## config.mk

```make
export PLATFORM = sky130hd
export DESIGN_NAME = tx_clock_select_control
export DESIGN_NICKNAME = d
export VERILOG_FILES = /design/src/hw/tx_clock_select_pkg.sv /design/src/hw/edge_pulse.sv /design/src/hw/sync_two_flop.sv /design/src/hw/tx_clock_select_control.sv
export SDC_FILE = /design/constraint.sdc
export NUM_CORES = 1
export LEC_CHECK = 0
export BUFFER_PORTS_ARGS = -buffer_cell sky130_fd_sc_hd__buf_2
export CORE_ASPECT_RATIO = 0.9
export CORE_UTILIZATION = 45
export CTS_CLUSTER_SIZE = 14
export DETAILED_ROUTE_END_ITERATION = 12
export GPL_TIMING_DRIVEN = 0
export HOLD_SLACK_MARGIN = 0.1
export PLACE_DENSITY = 0.86
export SYNTH_ARGS = -nofsm -noshare
export SYNTH_HDL_FRONTEND = slang
export SYNTH_SLANG_ARGS = --single-unit
```

## constraint.sdc

```tcl
create_clock -name core_clk -period 3.9 [get_ports core_clk]
set_clock_uncertainty 0.2 [all_clocks]
set_input_delay 0.585 -clock core_clk [delete_from_list [all_inputs] [get_ports core_clk]]
set_output_delay 0.585 -clock core_clk [all_outputs]
set_load 0.01 [all_outputs]
```

## src/hw/tx_clock_select_pkg.sv

```systemverilog
// Package: register map, field layout, reset values and carrier types for tx clock select
package tx_clock_select_pkg;

  // ----------------------------------------------------------------
  // Register map (word addresses on the Avalon-MM slave)
  // ----------------------------------------------------------------
  localparam logic [1:0] addr_tx_clock_select = 2'h0;
  localparam logic [1:0] addr_irq_status = 2'h1;
  localparam logic [1:0] addr_irq_mask = 2'h2;
  localparam logic [1:0] addr_live_status = 2'h3;

  // ----------------------------------------------------------------
  // Field positions of tx_clock_select
  // ----------------------------------------------------------------
  localparam int pos_violation_inject = 7;
  localparam int pos_standard_select = 6;
  localparam int pos_align_tick = 5;
  localparam int pos_fallback_enable = 4;
  localparam int pos_source_hi = 1;
  localparam int pos_source_lo = 0;

  // Reset value: fallback enable set, source select 01
  localparam logic [7:0] tx_clock_select_reset = 8'h11;

  // ----------------------------------------------------------------
  // Interrupt status bits
  // ----------------------------------------------------------------
  localparam int irq_clock_loss = 0;
  localparam int irq_clock_regain = 1;
  localparam int irq_width = 2;

  localparam logic [1:0] source_loop_a = 2'h0;
  localparam logic [1:0] source_external = 2'h1;
  localparam logic [1:0] source_pll = 2'h2;
  localparam logic [1:0] source_loop_b = 2'h3;

  typedef enum logic [1:0] {
    timing_loop = 2'h0,
    timing_external = 2'h1,
    timing_pll = 2'h3
  } timing_type;

  // Control fields steering the framer and line interface
  typedef struct packed {
    logic standard_t1;
    logic align_tick;
    logic fallback_enable;
    logic [1:0] source_select;
  } control_type;

  typedef struct packed {
    logic [1:0] address;
    logic read;
    logic write;
    logic [31:0] writedata;
  } bus_request_type;

endpackage

```

## src/hw/edge_pulse.sv

```systemverilog
// Module: rising-edge detector giving a one-cycle pulse
`timescale 1ns/1ps
`default_nettype none

module edge_pulse
(
  input wire logic core_clk,
  input wire logic resetn,
  input wire logic level,
  output logic pulse
);

  logic level_reg;

  always_ff @(posedge core_clk or negedge resetn)
  begin
    if (!resetn)
    begin
      level_reg <= 1'b0;
    end
    else
    begin
      level_reg <= level;
    end
  end

  assign pulse = level & ~level_reg;

endmodule

`default_nettype wire

```

## src/hw/sync_two_flop.sv

```systemverilog
// Module: two-flip-flop synchroniser for a level from another domain
`timescale 1ns/1ps
`default_nettype none

module sync_two_flop
(
  input wire logic core_clk,
  input wire logic resetn,
  input wire logic async_in,
  output logic sync_out
);

  logic first_reg;
  logic second_reg;

  always_ff @(posedge core_clk or negedge resetn)
  begin
    if (!resetn)
    begin
      first_reg <= 1'b0;
      second_reg <= 1'b0;
    end
    else
    begin
      first_reg <= async_in;
      second_reg <= first_reg;
    end
  end

  assign sync_out = second_reg;

endmodule

`default_nettype wire

```

## src/hw/tx_clock_select_control.sv

```systemverilog
// Module: per-channel transmit clock select and mode control with Avalon-MM registers
//
// Contract
// A zero-to-one write of the inject bit sends exactly one line code violation pulse.
// The standard select bit chooses E1 when zero and T1 when one, resetting to zero.
// The align bit makes the framer align frames to the PLL 8 kHz tick, resetting to zero.
// Tick alignment applies only while the master PLL is the chosen timing source.
// With fallback enabled and loop timing chosen, loss of recovery switches to the PLL.
// After fallback the PLL stays in use until recovery returns, then loop timing resumes.
// The fallback enable bit turns clock loss protection off at zero, on at one, reset one.
// The clock loss status bit is raised only while the fallback enable is set.
// Source codes 00 and 11 pick loop, 01 external, 10 PLL; the field resets to 01.
// The serial clock pin is an input for external timing, an output otherwise.
// Reserved bits three and two are read-write, reset zero and steer nothing.
//
// The register addresses and the Avalon-MM register port were decided locally.
`timescale 1ns/1ps
`default_nettype none

module tx_clock_select_control
(
  input wire logic core_clk,
  input wire logic resetn,
  // Avalon-MM slave
  input wire logic [1:0] avs_address,
  input wire logic avs_read,
  input wire logic avs_write,
  input wire logic [31:0] avs_writedata,
  input wire logic [3:0] avs_byteenable,
  output logic [31:0] avs_readdata,
  output logic avs_waitrequest,
  // Line interface and PLL status, asynchronous
  input wire logic clock_recovery_lost,
  input wire logic pll_tick,
  // Framer and line interface controls
  output logic line_violation_inject,
  output logic channel_standard_select,
  output logic frame_align_to_pll_tick,
  output logic [1:0] tx_timing_active,
  output logic tx_serial_clock_oe_n,
  output logic irq
);

  // ----------------------------------------------------------------
  // Input synchronisation
  // ----------------------------------------------------------------
  logic lost_sync;
  logic tick_sync;
  logic tick_pulse;
  logic inject_pulse;

  sync_two_flop lost_sync_inst
  (
    .core_clk(core_clk),
    .resetn(resetn),
    .async_in(clock_recovery_lost),
    .sync_out(lost_sync)
  );

  sync_two_flop tick_sync_inst
  (
    .core_clk(core_clk),
    .resetn(resetn),
    .async_in(pll_tick),
    .sync_out(tick_sync)
  );

  edge_pulse tick_edge_inst
  (
    .core_clk(core_clk),
    .resetn(resetn),
    .level(tick_sync),
    .pulse(tick_pulse)
  );

  // ----------------------------------------------------------------
  // Register bus
  // ----------------------------------------------------------------
  localparam int irq_w_hi = tx_clock_select_pkg::irq_width - 1;
  tx_clock_select_pkg::bus_request_type req;
  logic [7:0] tx_clock_select_reg;
  logic [irq_w_hi:0] irq_status_reg;
  logic [tx_clock_select_pkg::irq_width-1:0] irq_mask_reg;
  logic [tx_clock_select_pkg::irq_width-1:0] irq_set;
  logic bus_done_reg;
  logic access;
  logic wr_fire;
  logic sel_write;
  logic fallback_reg;

  assign req.address = avs_address;
  assign req.read = avs_read;
  assign req.write = avs_write;
  assign req.writedata = avs_writedata;
  assign access = (req.read | req.write) & ~bus_done_reg;
  // Writes commit only at the edge where the master sees waitrequest low
  assign wr_fire = req.write & ~avs_waitrequest & avs_byteenable[0];
  assign sel_write = wr_fire & (req.address == tx_clock_select_pkg::addr_tx_clock_select);

  // One wait cycle per access: waitrequest drops the cycle after the request appears
  always_ff @(posedge core_clk or negedge resetn)
  begin
    if (!resetn)
    begin
      bus_done_reg <= 1'b0;
      avs_waitrequest <= 1'b1;
    end
    else
    begin
      bus_done_reg <= access;
      avs_waitrequest <= ~access;
    end
  end

  always_ff @(posedge core_clk or negedge resetn)
  begin
    if (!resetn)
    begin
      tx_clock_select_reg <= tx_clock_select_pkg::tx_clock_select_reset;
    end
    else if (sel_write)
    begin
      tx_clock_select_reg <= req.writedata[7:0];
    end
  end

  // Inject fires on the written zero-to-one change only
  assign inject_pulse = sel_write & req.writedata[tx_clock_select_pkg::pos_violation_inject]
    & ~tx_clock_select_reg[tx_clock_select_pkg::pos_violation_inject];

  always_ff @(posedge core_clk or negedge resetn)
  begin
    if (!resetn)
    begin
      irq_mask_reg <= '0;
    end
    else if (wr_fire && req.address == tx_clock_select_pkg::addr_irq_mask)
    begin
      irq_mask_reg <= req.writedata[tx_clock_select_pkg::irq_width-1:0];
    end
  end

  always_ff @(posedge core_clk or negedge resetn)
  begin
    if (!resetn)
    begin
      avs_readdata <= 32'h00000000;
    end
    else if (req.read && !bus_done_reg)
    begin
      unique case (req.address)
        tx_clock_select_pkg::addr_tx_clock_select:
          avs_readdata <= {24'h000000, tx_clock_select_reg};
        tx_clock_select_pkg::addr_irq_status:
          avs_readdata <= {30'h00000000, irq_status_reg};
        tx_clock_select_pkg::addr_irq_mask:
          avs_readdata <= {30'h00000000, irq_mask_reg};
        tx_clock_select_pkg::addr_live_status:
          avs_readdata <= {27'h0000000, fallback_reg, tx_timing_active, frame_align_to_pll_tick,
            lost_sync};
      endcase
    end
  end

  // ----------------------------------------------------------------
  // Timing source and fallback
  // ----------------------------------------------------------------
  tx_clock_select_pkg::control_type ctrl;
  logic loop_chosen;
  logic pll_chosen;
  logic fallback_next;

  assign ctrl.standard_t1 = tx_clock_select_reg[tx_clock_select_pkg::pos_standard_select];
  assign ctrl.align_tick = tx_clock_select_reg[tx_clock_select_pkg::pos_align_tick];
  assign ctrl.fallback_enable = tx_clock_select_reg[tx_clock_select_pkg::pos_fallback_enable];
  assign ctrl.source_select = tx_clock_select_reg[tx_clock_select_pkg::pos_source_hi:
    tx_clock_select_pkg::pos_source_lo];

  assign loop_chosen = (ctrl.source_select == tx_clock_select_pkg::source_loop_a)
    | (ctrl.source_select == tx_clock_select_pkg::source_loop_b);
  assign pll_chosen = ctrl.source_select == tx_clock_select_pkg::source_pll;
  assign fallback_next = ctrl.fallback_enable & loop_chosen & lost_sync;

  always_ff @(posedge core_clk or negedge resetn)
  begin
    if (!resetn)
    begin
      fallback_reg <= 1'b0;
    end
    else
    begin
      fallback_reg <= fallback_next;
    end
  end

  // Events: clock loss and regain, only reported with protection on
  always_comb
  begin
    irq_set = '0;
    irq_set[tx_clock_select_pkg::irq_clock_loss] = fallback_next & ~fallback_reg;
    irq_set[tx_clock_select_pkg::irq_clock_regain] = ~fallback_next & fallback_reg
      & ctrl.fallback_enable & loop_chosen;
  end

  // Set wins over a write-one clear in the same cycle
  always_ff @(posedge core_clk or negedge resetn)
  begin
    if (!resetn)
    begin
      irq_status_reg <= '0;
    end
    else
    begin
      for (int i = 0; i < tx_clock_select_pkg::irq_width; i++)
      begin
        if (irq_set[i])
        begin
          irq_status_reg[i] <= 1'b1;
        end
        else if (wr_fire && req.address == tx_clock_select_pkg::addr_irq_status
          && req.writedata[i])
        begin
          irq_status_reg[i] <= 1'b0;
        end
      end
    end
  end

  // ----------------------------------------------------------------
  // Registered outputs
  // ----------------------------------------------------------------
  always_ff @(posedge core_clk or negedge resetn)
  begin
    if (!resetn)
    begin
      line_violation_inject <= 1'b0;
      channel_standard_select <= 1'b0;
      frame_align_to_pll_tick <= 1'b0;
      tx_timing_active <= tx_clock_select_pkg::timing_external;
      tx_serial_clock_oe_n <= 1'b1;
      irq <= 1'b0;
    end
    else
    begin
      line_violation_inject <= inject_pulse;
      channel_standard_select <= ctrl.standard_t1;
      frame_align_to_pll_tick <= ctrl.align_tick & pll_chosen & tick_pulse;
      if (pll_chosen || fallback_next)
      begin
        tx_timing_active <= tx_clock_select_pkg::timing_pll;
      end
      else if (loop_chosen)
      begin
        tx_timing_active <= tx_clock_select_pkg::timing_loop;
      end
      else
      begin
        tx_timing_active <= tx_clock_select_pkg::timing_external;
      end
      // Oe low means the pin is driven
      tx_serial_clock_oe_n <= ~(loop_chosen | pll_chosen);
      irq <= |(irq_status_reg & irq_mask_reg);
    end
  end

  // ----------------------------------------------------------------
  // Assertions
  // ----------------------------------------------------------------
  a_inject_single: assert property (@(posedge core_clk) disable iff (!resetn)
    line_violation_inject |=> !line_violation_inject)
    else $error("violation inject lasted more than one cycle");

  a_inject_edge: assert property (@(posedge core_clk) disable iff (!resetn)
    line_violation_inject |-> tx_clock_select_reg[7] && !$past(tx_clock_select_reg[7]))
    else $error("violation inject without a zero to one change");

  a_standard_follow: assert property (@(posedge core_clk) disable iff (!resetn)
    ##1 channel_standard_select == $past(tx_clock_select_reg[6]))
    else $error("standard select output does not follow register");

  a_align_only_pll: assert property (@(posedge core_clk) disable iff (!resetn)
    frame_align_to_pll_tick |-> $past(tx_clock_select_reg[1:0]) == 2'h2)
    else $error("tick alignment outside PLL timing");

  a_align_needs_bit: assert property (@(posedge core_clk) disable iff (!resetn)
    frame_align_to_pll_tick |-> $past(tx_clock_select_reg[5]))
    else $error("tick alignment with align bit clear");

  a_fallback_pll: assert property (@(posedge core_clk) disable iff (!resetn)
    fallback_reg |-> tx_timing_active == tx_clock_select_pkg::timing_pll)
    else $error("fallback active but PLL not in use");

  a_fallback_return: assert property (@(posedge core_clk) disable iff (!resetn)
    fallback_reg && !lost_sync && loop_chosen |=>
    tx_timing_active == tx_clock_select_pkg::timing_loop)
    else $error("loop timing not restored after recovery");

  a_loss_gated: assert property (@(posedge core_clk) disable iff (!resetn)
    $rose(irq_status_reg[0]) |-> $past(ctrl.fallback_enable))
    else $error("clock loss status raised with protection off");

  a_pin_dir: assert property (@(posedge core_clk) disable iff (!resetn)
    ##1 tx_serial_clock_oe_n == ($past(ctrl.source_select) == 2'h1))
    else $error("serial clock pin direction wrong");

endmodule

`default_nettype wire

```

==> flow_summary.toml, run 1 <==
[run_status]
outcome = "finished clean"

[clock_network]
post_cts_resized = 0
cts_tree = "yes"
cts.sinks = 35
clkTransAtPathRegs_ns = 0.06
root_buffer = "clkbuf_8"
cts_hold_buf = 0
post_cts_buffers = 0
numCtsBuffers = 5
clock_path_buffers = 2
clk_latency_ns = 0.28
cts.htree.levels = 2

[placed_design]
gp_congestion = 0.843
dp_slack_ns = 1.96
dp_hpwl_mm = 2.08
portBuffers = 30

[sta]
maxSlewHeadroom_pct = 50.4
tightestPinTransition_ns = 0.744
fin_crit_ns = 1.74
max_freq_mhz = 576
rsz0062_at_grt = "no"
slew_viol_final = 0
hold_viol_final = 0
timing.final.crit_share_pct = 44.5
worst_slack_ns = 2.16
finalSetupViolations = 0
tns_ns = 0

[logic_synthesis]
synth_fa_ha_area_share_pct = 1.62
yosys_register_bits = 35
synth_area_per_cell_um2 = 13.1
async_flop_share_pct = 100
synth_compound_area_share_pct = 6.55
ys_types = 29
synth_mux_area_share_pct = 10.2
synthSimpleGateAreaFrac_pct = 10.0
ys_seq_area_share_pct = 57.0
synthFlopType = "dfrtp_1"
synth_xor_area_share_pct = 0
mappedNetlistArea_um2 = 1550
synth_top_family_by_area = "buffers and inverters"
yosys_warnings = 0
syn_inst = 118
synth_edf_count = 0

[power]
max-vdd-ir-drop_mv = 0.357
power_density_nw_per_um2 = 514
p_leak_nw = 1.01

[route]
vias_per_cell = 4.57
first_pass_iters = 4
wl_per_cell_um = 12.5
drt-initial-drc-count = 25
vias = 1009
wl_mm = 2.76
drc_errors = 0
ant_nets = 0

[final_layout]
diodes = 0
synthToLayoutAreaGrowth_pct = 23.9
layout.nets = 224
final_cell_mix = "dfrtp_1, buf_2, buf_4, conb_1, mux2_2"
drive_gt1_share_pct = 45.8
nFillCells = 266

[worst_setup_path]
slowest_stage = "dfstp_2"
critical_path_class = "reg2out"
path_max_fanout = 2
arrival_ns = 0.95
required_ns = 3.12
cp-start-kind = "flop"
cp-end-kind = "primary output"
worstPathCellList = "buf_2"
path_delay_family = "flip-flops"
crit_buf_inv = 1
slowest_delay_ns = 0.54

[die]
io_pins = 84
dieArea_um2 = 3680
dieWidth_um = 63.8
rows = 19
initial_core_util_pct = 48.9
die_h_um = 57.6
core_area_um2 = 3160

[global_routing]
grt_usage_pct = 16.9
antenna_found_initial = 0
grt_pass1_wl_mm = 4.54
overflow = 0
grt_max_degree = 36
grt_pass1_vias = 938

[job]
cap_violations = 0

[hold_path]
hp-class = "reg2reg"
cell usage after synthesis (all sizes together) (3+ instances only):
| cell type | n | share of area (%) |
|---|---|---|
| mux2 | 10 | 7.3 |
| dfrtp | 30 | 49 |
| dfstp | 5 | 8.5 |
| nand3 | 3 | 0.97 |
| buf | 26 | 13 |
| o21ai | 5 | 1.6 |
| nand2 | 3 | 0.73 |
| a22o | 4 | 2.3 |
| a22oi | 3 | 1.5 |
| inv | 4 | 0.97 |
cell families (layout without fill, tap and decap cells):
family                   Yosys count  after routing
multiplexers                      12             12
flip-flops                        35             35
AND/OR/NAND/NOR                   23             23
buffers and inverters             31             69
other                              1             24
adder cells (fa/ha/maj)            2              2
AO/OA/AOI/OAI                     14             14
power breakdown:
part | internal, mW | total (mW) | leakage, nW | switching (mW)
registers | 0.458 | 0.512 | 0.428 | 0.0541
logic | 0.119 | 0.227 | 0.536 | 0.109
clock network | 0.125 | 0.245 | 0.0422 | 0.120
total | 0.702 | 0.984 | 1.01 | 0.283
worst paths after layout:
check,slack (ns),cells after the start,from,to
setup reg to reg,2.18,3,avs_waitrequest,irq_mask_reg[0]
hold reg to reg,0.15,0,lost_sync_inst.first_reg,lost_sync_inst.sync_out
min in group asynchronous,0.16,1,resetn,avs_readdata[2]
hold / removal,0.15,0,lost_sync_inst.first_reg,lost_sync_inst.sync_out
max in group asynchronous,2.86,1,resetn,tx_clock_select_reg[2]
setup / recovery,2.16,1,tx_timing_active[0],tx_timing_active[0]
layer usage:
metal | routed length [um] | part of all wire (%) | global-route usage [%]
met5 | 0 | 0 | 0
met4 | 36 | 1.3 | 5.84
met3 | 240 | 8.7 | 6.69
met2 | 1320 | 48 | 26.7
met1 | 1160 | 42 | 21.2
area by class of cell:
| cell class | instances | area, um2 | share of cell area (%) |
|---|---|---|---|
| well taps | 42 | 52.6 | 2.74 |
| inverters | 4 | 15.0 | 0.783 |
| repair buffers | 30 | 150 | 7.83 |
| multi-input cells | 75 | 529 | 27.6 |
| plain buffers | 27 | 206 | 10.8 |
| clock inverters | 1 | 5.00 | 0.261 |
| flip-flops and latches | 35 | 882 | 46.0 |
| clock buffers | 7 | 76.3 | 3.98 |
through the flow:
| stage | utilization, % | std cells | power [mW] | instance area (um2) | hold WS, ns |
|---|---|---|---|---|---|
| 6_report | 60.6 | 221 | 0.984 | 1920 | 0.148 |
| 5_1_grt | 60.6 | 221 | 1.04 | 1920 | 0.158 |
| 4_1_cts | 60.6 | 221 | 0.989 | 1920 | 0.151 |
| 3_5_place_dp | 58.1 | 213 | 0.742 | 1840 | 0.137 |
| 3_3_place_gp | 58.1 | 213 | 0.728 | 1840 | 0.133 |
| 2_1_floorplan | - | 141 | 0.652 | 1630 | 0.0894 |
(Power assumes the default switching activity.)
==> run 2: changes to the inputs <==
ABC_AREA = 1   (was unset)
CORE_UTILIZATION = 44   (was 45)
PLACE_DENSITY = 0.84   (was 0.86)
clock period = 1.75 ns   (was 3.9 ns; I/O delays follow)
==> run 2 against run 1 <==
Against the previous run:
- total power rose by 130%
- clock-buffer cell count rose by 1
- clock power increased to 2.6 times the previous value
- global-route usage decreased by 0.17 points
- die area rose by 4.4%
- register-to-register slack got worse by 2.1 ns
- design area up 10%
- via count increased by 18%
- sequential share of layout area is 4.2 points lower
- cell count rose by 28%
- critical endpoint is now bus_done_reg
- largest cell class unchanged
==> flow_summary.toml, run 2 <==
[die]
die_h_um = 58.9
dieWidth_um = 65.2
initial_core_util_pct = 46.5
rows = 20
core_area_um2 = 3400
dieArea_um2 = 3840
io_pins = 84

[sta]
rsz0062_at_grt = "no"
tightestPinTransition_ns = 0.751
timing.final.crit_share_pct = 96.7
fin_crit_ns = 1.69
max_freq_mhz = 591
tns_ns = 0
finalSetupViolations = 0
slew_viol_final = 0
worst_slack_ns = 0.0573
maxSlewHeadroom_pct = 49.9
hold_viol_final = 0

[power]
p_comb_share_pct = 21.6
clockPowerShare_pct = 28.1
p_sw_share_pct = 28.9
p_leak_nw = 1.20
total_power_mw = 2.23
max-vdd-ir-drop_mv = 0.586
power_switching_uw = 645
seq_power_share_pct = 50.2
p_int_mw = 1.59
power_density_nw_per_um2 = 1060

[placed_design]
gp_congestion = 0.847
dp_slack_ns = 0.126
portBuffers = 31
dp_hpwl_mm = 2.07

[route]
drt-initial-drc-count = 63
ant_nets = 0
first_pass_iters = 4
vias_per_cell = 4.21
wl_mm = 2.91
drc_errors = 0
vias = 1192
wl_per_cell_um = 10.3

[logic_synthesis]
yosysTopAreaCell = "dfrtp_1"
yosys_warnings = 0
synth_area_per_cell_um2 = 9.64
syn_inst = 164
mappedNetlistArea_um2 = 1580
async_flop_share_pct = 100
synth_top_cells_by_count = "nand2_1, dfrtp_1, buf_4"
ys_types = 23
synth_top_area_share_pct = 47.5
synth_area_leaders = "dfrtp_1, buf_4, nand2_1, dfstp_2, nand3_1"
yosys_register_bits = 35
ys_seq_area_share_pct = 55.8
synth_edf_count = 0
yosysMostFrequentCell = "nand2_1"
synthFlopType = "dfrtp_1"

[global_routing]
grtUsageMet1_pct = 21.1
grt_pass1_vias = 1052
use_met2_pct = 26.1
overflow = 0
grt.met3_usage_pct = 5.81
grt_pass1_wl_mm = 4.58
grt_max_degree = 36
grt_usage_pct = 16.7
antenna_found_initial = 0
busiest_layer = "met2"

[hold_path]
hp-class = "in2reg"

[final_layout]
synthToLayoutAreaGrowth_pct = 33.3
drive_gt1_share_pct = 31.4
diodes = 0
layout_commonest_cell = "nand2_1"
final_cell_mix = "nand2_1, buf_2, dfrtp_1"
nFillCells = 289
final_util_pct = 61.9
layout.nets = 284

[worst_setup_path]
required_ns = 1.73
critical_path_class = "in2reg"
arrival_ns = 1.67
path_max_fanout = 2
cp-start-kind = "primary input"
cp-end-kind = "flop"

[clock_network]
clk_latency_ns = 0.28
cts.sinks = 35
post_cts_buffers = 0
numCtsBuffers = 5
clkTransAtPathRegs_ns = 0.06
clock_path_buffers = 2
root_buffer = "clkbuf_8"
cts_tree = "yes"
cts_hold_buf = 13
cts.htree.levels = 2
post_cts_resized = 0

[run_status]
outcome = "finished clean"

[job]
cap_violations = 0
## run 2: metrics by stage
step | cell area [um2] | cells | hold WS (ns)
2_1_floorplan | 1670 | 187 | -0.233
3_3_place_gp | 1880 | 262 | 0.132
3_5_place_dp | 1880 | 262 | 0.136
4_1_cts | 2110 | 283 | 0.139
5_1_grt | 2110 | 283 | 0.159
6_report | 2110 | 283 | 0.148
## run 2: cells by family (layout without fill, tap and decap cells)
group | count (synthesis) | count (layout) | synth area share [%]
buffers and inverters | 43 | 95 | 16.8
flip-flops | 35 | 35 | 55.8
AND/OR/NAND/NOR | 67 | 67 | 20.0
adder cells (fa/ha/maj) | 2 | 2 | 1.58
AO/OA/AOI/OAI | 16 | 16 | 5.62
other | 1 | 24 | 0.237
## run 2: worst paths after layout
check,startpoint,slack [ns],depth (start not counted),endpoint
setup / recovery,avs_read,0.06,5,bus_done_reg
hold / removal,avs_address[1],0.15,5,irq_status_reg[1]
setup reg to reg,tx_clock_select_reg[0],0.12,5,irq_status_reg[0]
hold reg to reg,tick_sync_inst.first_reg,0.15,0,tick_sync_inst.sync_out
max in group asynchronous,resetn,0.47,2,avs_readdata[2]
min in group asynchronous,resetn,0.39,2,tick_sync_inst.first_reg
## run 2: area by class of cell
cell class                 instances  area, um2  area share (%)
buffer                            26        196            9.32
inverter                          17       68.8            3.26
sequential                        35        882            41.8
timing repair buffer              44        285            13.5
tap                               44       55.1            2.61
clock buffer                       8        100            4.75
multi-input combinational        109        520            24.7
## run 2: power groups by stage
stage | combinational [mW] | clock (mW) | sequential [mW]
after floorplan | 0.259 | 0 | 1.15
after global placement | 0.446 | 0 | 1.13
after detailed placement | 0.460 | 0 | 1.13
after CTS | 0.488 | 0.640 | 1.12
after global routing | 0.545 | 0.680 | 1.14
final | 0.483 | 0.628 | 1.12
## run 2: routing by layer
| layer | up-vias | part of all wire (%) | wire (um) |
|---|---|---|---|
| li1 | 610 | - | - |
| met1 | 538 | 45 | 1310 |
| met2 | 40 | 47 | 1370 |
| met3 | 4 | 6.4 | 186 |
| met4 | 0 | 1.6 | 46 |
| met5 | - | 0 | 0 |
## run 2: critical path, cell delays in order
cell and delay (ns):
dlygate4sd3_1 0.54, buf_2 0.13, o21ai_0 0.11, dlygate4sd3_1 0.59
inv_1 0.04
==> run 3: changes to the inputs <==
--- a/config.mk
+++ b/config.mk
@@ -6,5 +6,4 @@
 export NUM_CORES = 1
 export LEC_CHECK = 0
-export ABC_AREA = 1
 export BUFFER_PORTS_ARGS = -buffer_cell sky130_fd_sc_hd__buf_2
 export CORE_ASPECT_RATIO = 0.9
==> constraint.sdc (replaced) <==
create_clock -name core_clk -period 1.8 [get_ports core_clk]
set_clock_uncertainty 0.2 [all_clocks]
set_input_delay 0.27 -clock core_clk [delete_from_list [all_inputs] [get_ports core_clk]]
set_output_delay 0.27 -clock core_clk [all_outputs]
set_load 0.05 [all_outputs]
==> run 3 against run 2 <==
Against the previous run:
- wire length is 9.1% lower
- sequential share of layout area is 1.2 points higher
- cell count is 17% lower
- via count is 13% lower
- register-to-register slack hardly changed
- design area is 2.8% lower
- worst hold slack worse by 0.039 ns
- total power is 16% higher
- sequential cell count stayed put
- clock power is 2% lower
- non-clock buffer count is 2 lower
- first-iteration DRC count is 67% lower
- highest routed layer unchanged
==> flow_summary.toml, run 3 (same netlist as run 1, synthesis figures left out) <==
[worst_setup_path]
critical_path_class = "reg2reg"
slowest_delay_ns = 0.40
worst_r2r_endpoint = "tx_clock_select_reg[6]"
cp-start-kind = "flop"
crit_buf_inv = 0
slowest_stage = "nor3_4"
ff2ff_path_depth = 3
worstPathCellList = "nand3b_1 > nor3_4 > mux2_2"
required_ns = 1.77
cp-end-kind = "flop"
ff2ff_setup_slack_ns = 0.13
reg2reg_from = "avs_waitrequest"
path_delay_family = "simple AND/OR/NAND/NOR gates"
path_max_fanout = 9
arrival_ns = 1.64

[placed_design]
dp_hpwl_mm = 1.92
portBuffers = 30
dp_slack_ns = 0.130
gp_congestion = 0.886

[sta]
fin_crit_ns = 1.67
slew_viol_final = 0
rsz0062_at_grt = "no"
max_freq_mhz = 598
maxSlewHeadroom_pct = 51.4
hold_viol_final = 0
finalSetupViolations = 0
worst_slack_ns = 0.129
timing.final.crit_share_pct = 92.9
tns_ns = 0
tightestPinTransition_ns = 0.729

[final_layout]
multi_input_area_um2 = 529
layout.nets = 235
final-seq-area_um2 = 882
diodes = 0
nFillCells = 292
final_cell_mix = "dfrtp_1, buf_2, buf_4, conb_1, dlygate4sd3_1"
drive_gt1_share_pct = 43.7
synthToLayoutAreaGrowth_pct = 32.4

[hold_path]
holdPathStages = 3
hold_end = "avs_waitrequest"
hp-class = "in2reg"
hold_path_startpoint = "avs_read"

[power]
max-vdd-ir-drop_mv = 0.664
p_leak_nw = 1.06
power_density_nw_per_um2 = 1260
total_power_mw = 2.58

[global_routing]
grt_usage_pct = 15.9
grt_max_degree = 36
grt_pass1_wl_mm = 4.28
antenna_found_initial = 0
grt_pass1_vias = 957
overflow = 0

[clock_network]
numCtsBuffers = 5
clkTransAtPathRegs_ns = 0.06
cts_tree = "yes"
clock_path_buffers = 2
root_buffer = "clkbuf_8"
clk_latency_ns = 0.29
cts.htree.levels = 2
cts.sinks = 35

[route]
wl_per_cell_um = 11.3
ant_nets = 0
wl_mm = 2.64
drc_errors = 0
vias_per_cell = 4.42
drt-initial-drc-count = 21
vias = 1034
first_pass_iters = 4

[die]
dieArea_um2 = 3760
core_area_um2 = 3380
dieWidth_um = 64.5
die_h_um = 58.2
rows = 20
initial_core_util_pct = 45.8
io_pins = 84

[run_status]
outcome = "finished clean"

[job]
cap_violations = 0
run 3: cell types whose count changed in the layout (fill, tap and decap cells not counted), moves of 6 or more:
cell	previous run	this run
o21ai_0	11	5
nand3_1	14	3
inv_1	16	4
mux2_2	0	10
nand2_1	43	3
run 3: worst max-delay path by stage:
| stage | cells after the start | slack, ns | startpoint | end |
|---|---|---|---|---|
| 5_1_grt | 3 | 0.04 | avs_waitrequest | tx_clock_select_reg[2] |
| 3_5_place_dp | 3 | 0.13 | avs_waitrequest | tx_clock_select_reg[5] |
| 3_3_place_gp | 3 | 0.15 | avs_waitrequest | tx_clock_select_reg[2] |
| 4_1_cts | 3 | 0.12 | avs_waitrequest | tx_clock_select_reg[5] |
| 2_1_floorplan | 3 | 0.15 | avs_waitrequest | irq_mask_reg[0] |
| 6_report | 3 | 0.13 | avs_waitrequest | tx_clock_select_reg[6] |
run 3: repair_timing:
action                                 in CTS  in global routing
buffers inserted                            0                  0
setup endpoints to repair                   0                  0
hold buffers                               11                  0
endpoints found under the hold margin      43                  0
resized for setup                           0                  0
run 3: through the flow:
stage          hold WS (ns)  cells  instance area [um2]  util (%)
5_1_grt               0.154    234                 2050      60.6
3_3_place_gp          0.133    215                 1840      54.4
3_5_place_dp          0.137    215                 1840      54.4
2_1_floorplan        -0.226    141                 1630         -
4_1_cts               0.103    234                 2050      60.6
6_report              0.109    234                 2050      60.6
run 3: cell type report:
class	instances	share of cell area (%)
sequential	35	43.1
multi-input combinational	75	25.8
timing repair buffer	41	12.7
buffer	27	10.1
clock buffer	8	4.89
tap	44	2.69
inverter	4	0.733
run 3: report_power, final:
group	internal [mW]	switching (mW)	total [mW]
registers	0.992	0.108	1.10
clock network	0.349	0.265	0.613
logic	0.276	0.591	0.868
total	1.62	0.964	2.58
run 3: tightest hold or removal path, cell delays in order:
cell and delay (ns):
buf_2 0.10, nor2_1 0.07, or2_2 0.12
run 3: metal layers:
metal | global-route usage, % | routed length [um] | up-vias
met5 | 0 | 0 | -
met4 | 10.5 | 93 | 0
met1 | 18.8 | 1140 | 472
met3 | 4.92 | 187 | 8
li1 | - | - | 505
met2 | 25.1 | 1220 | 49
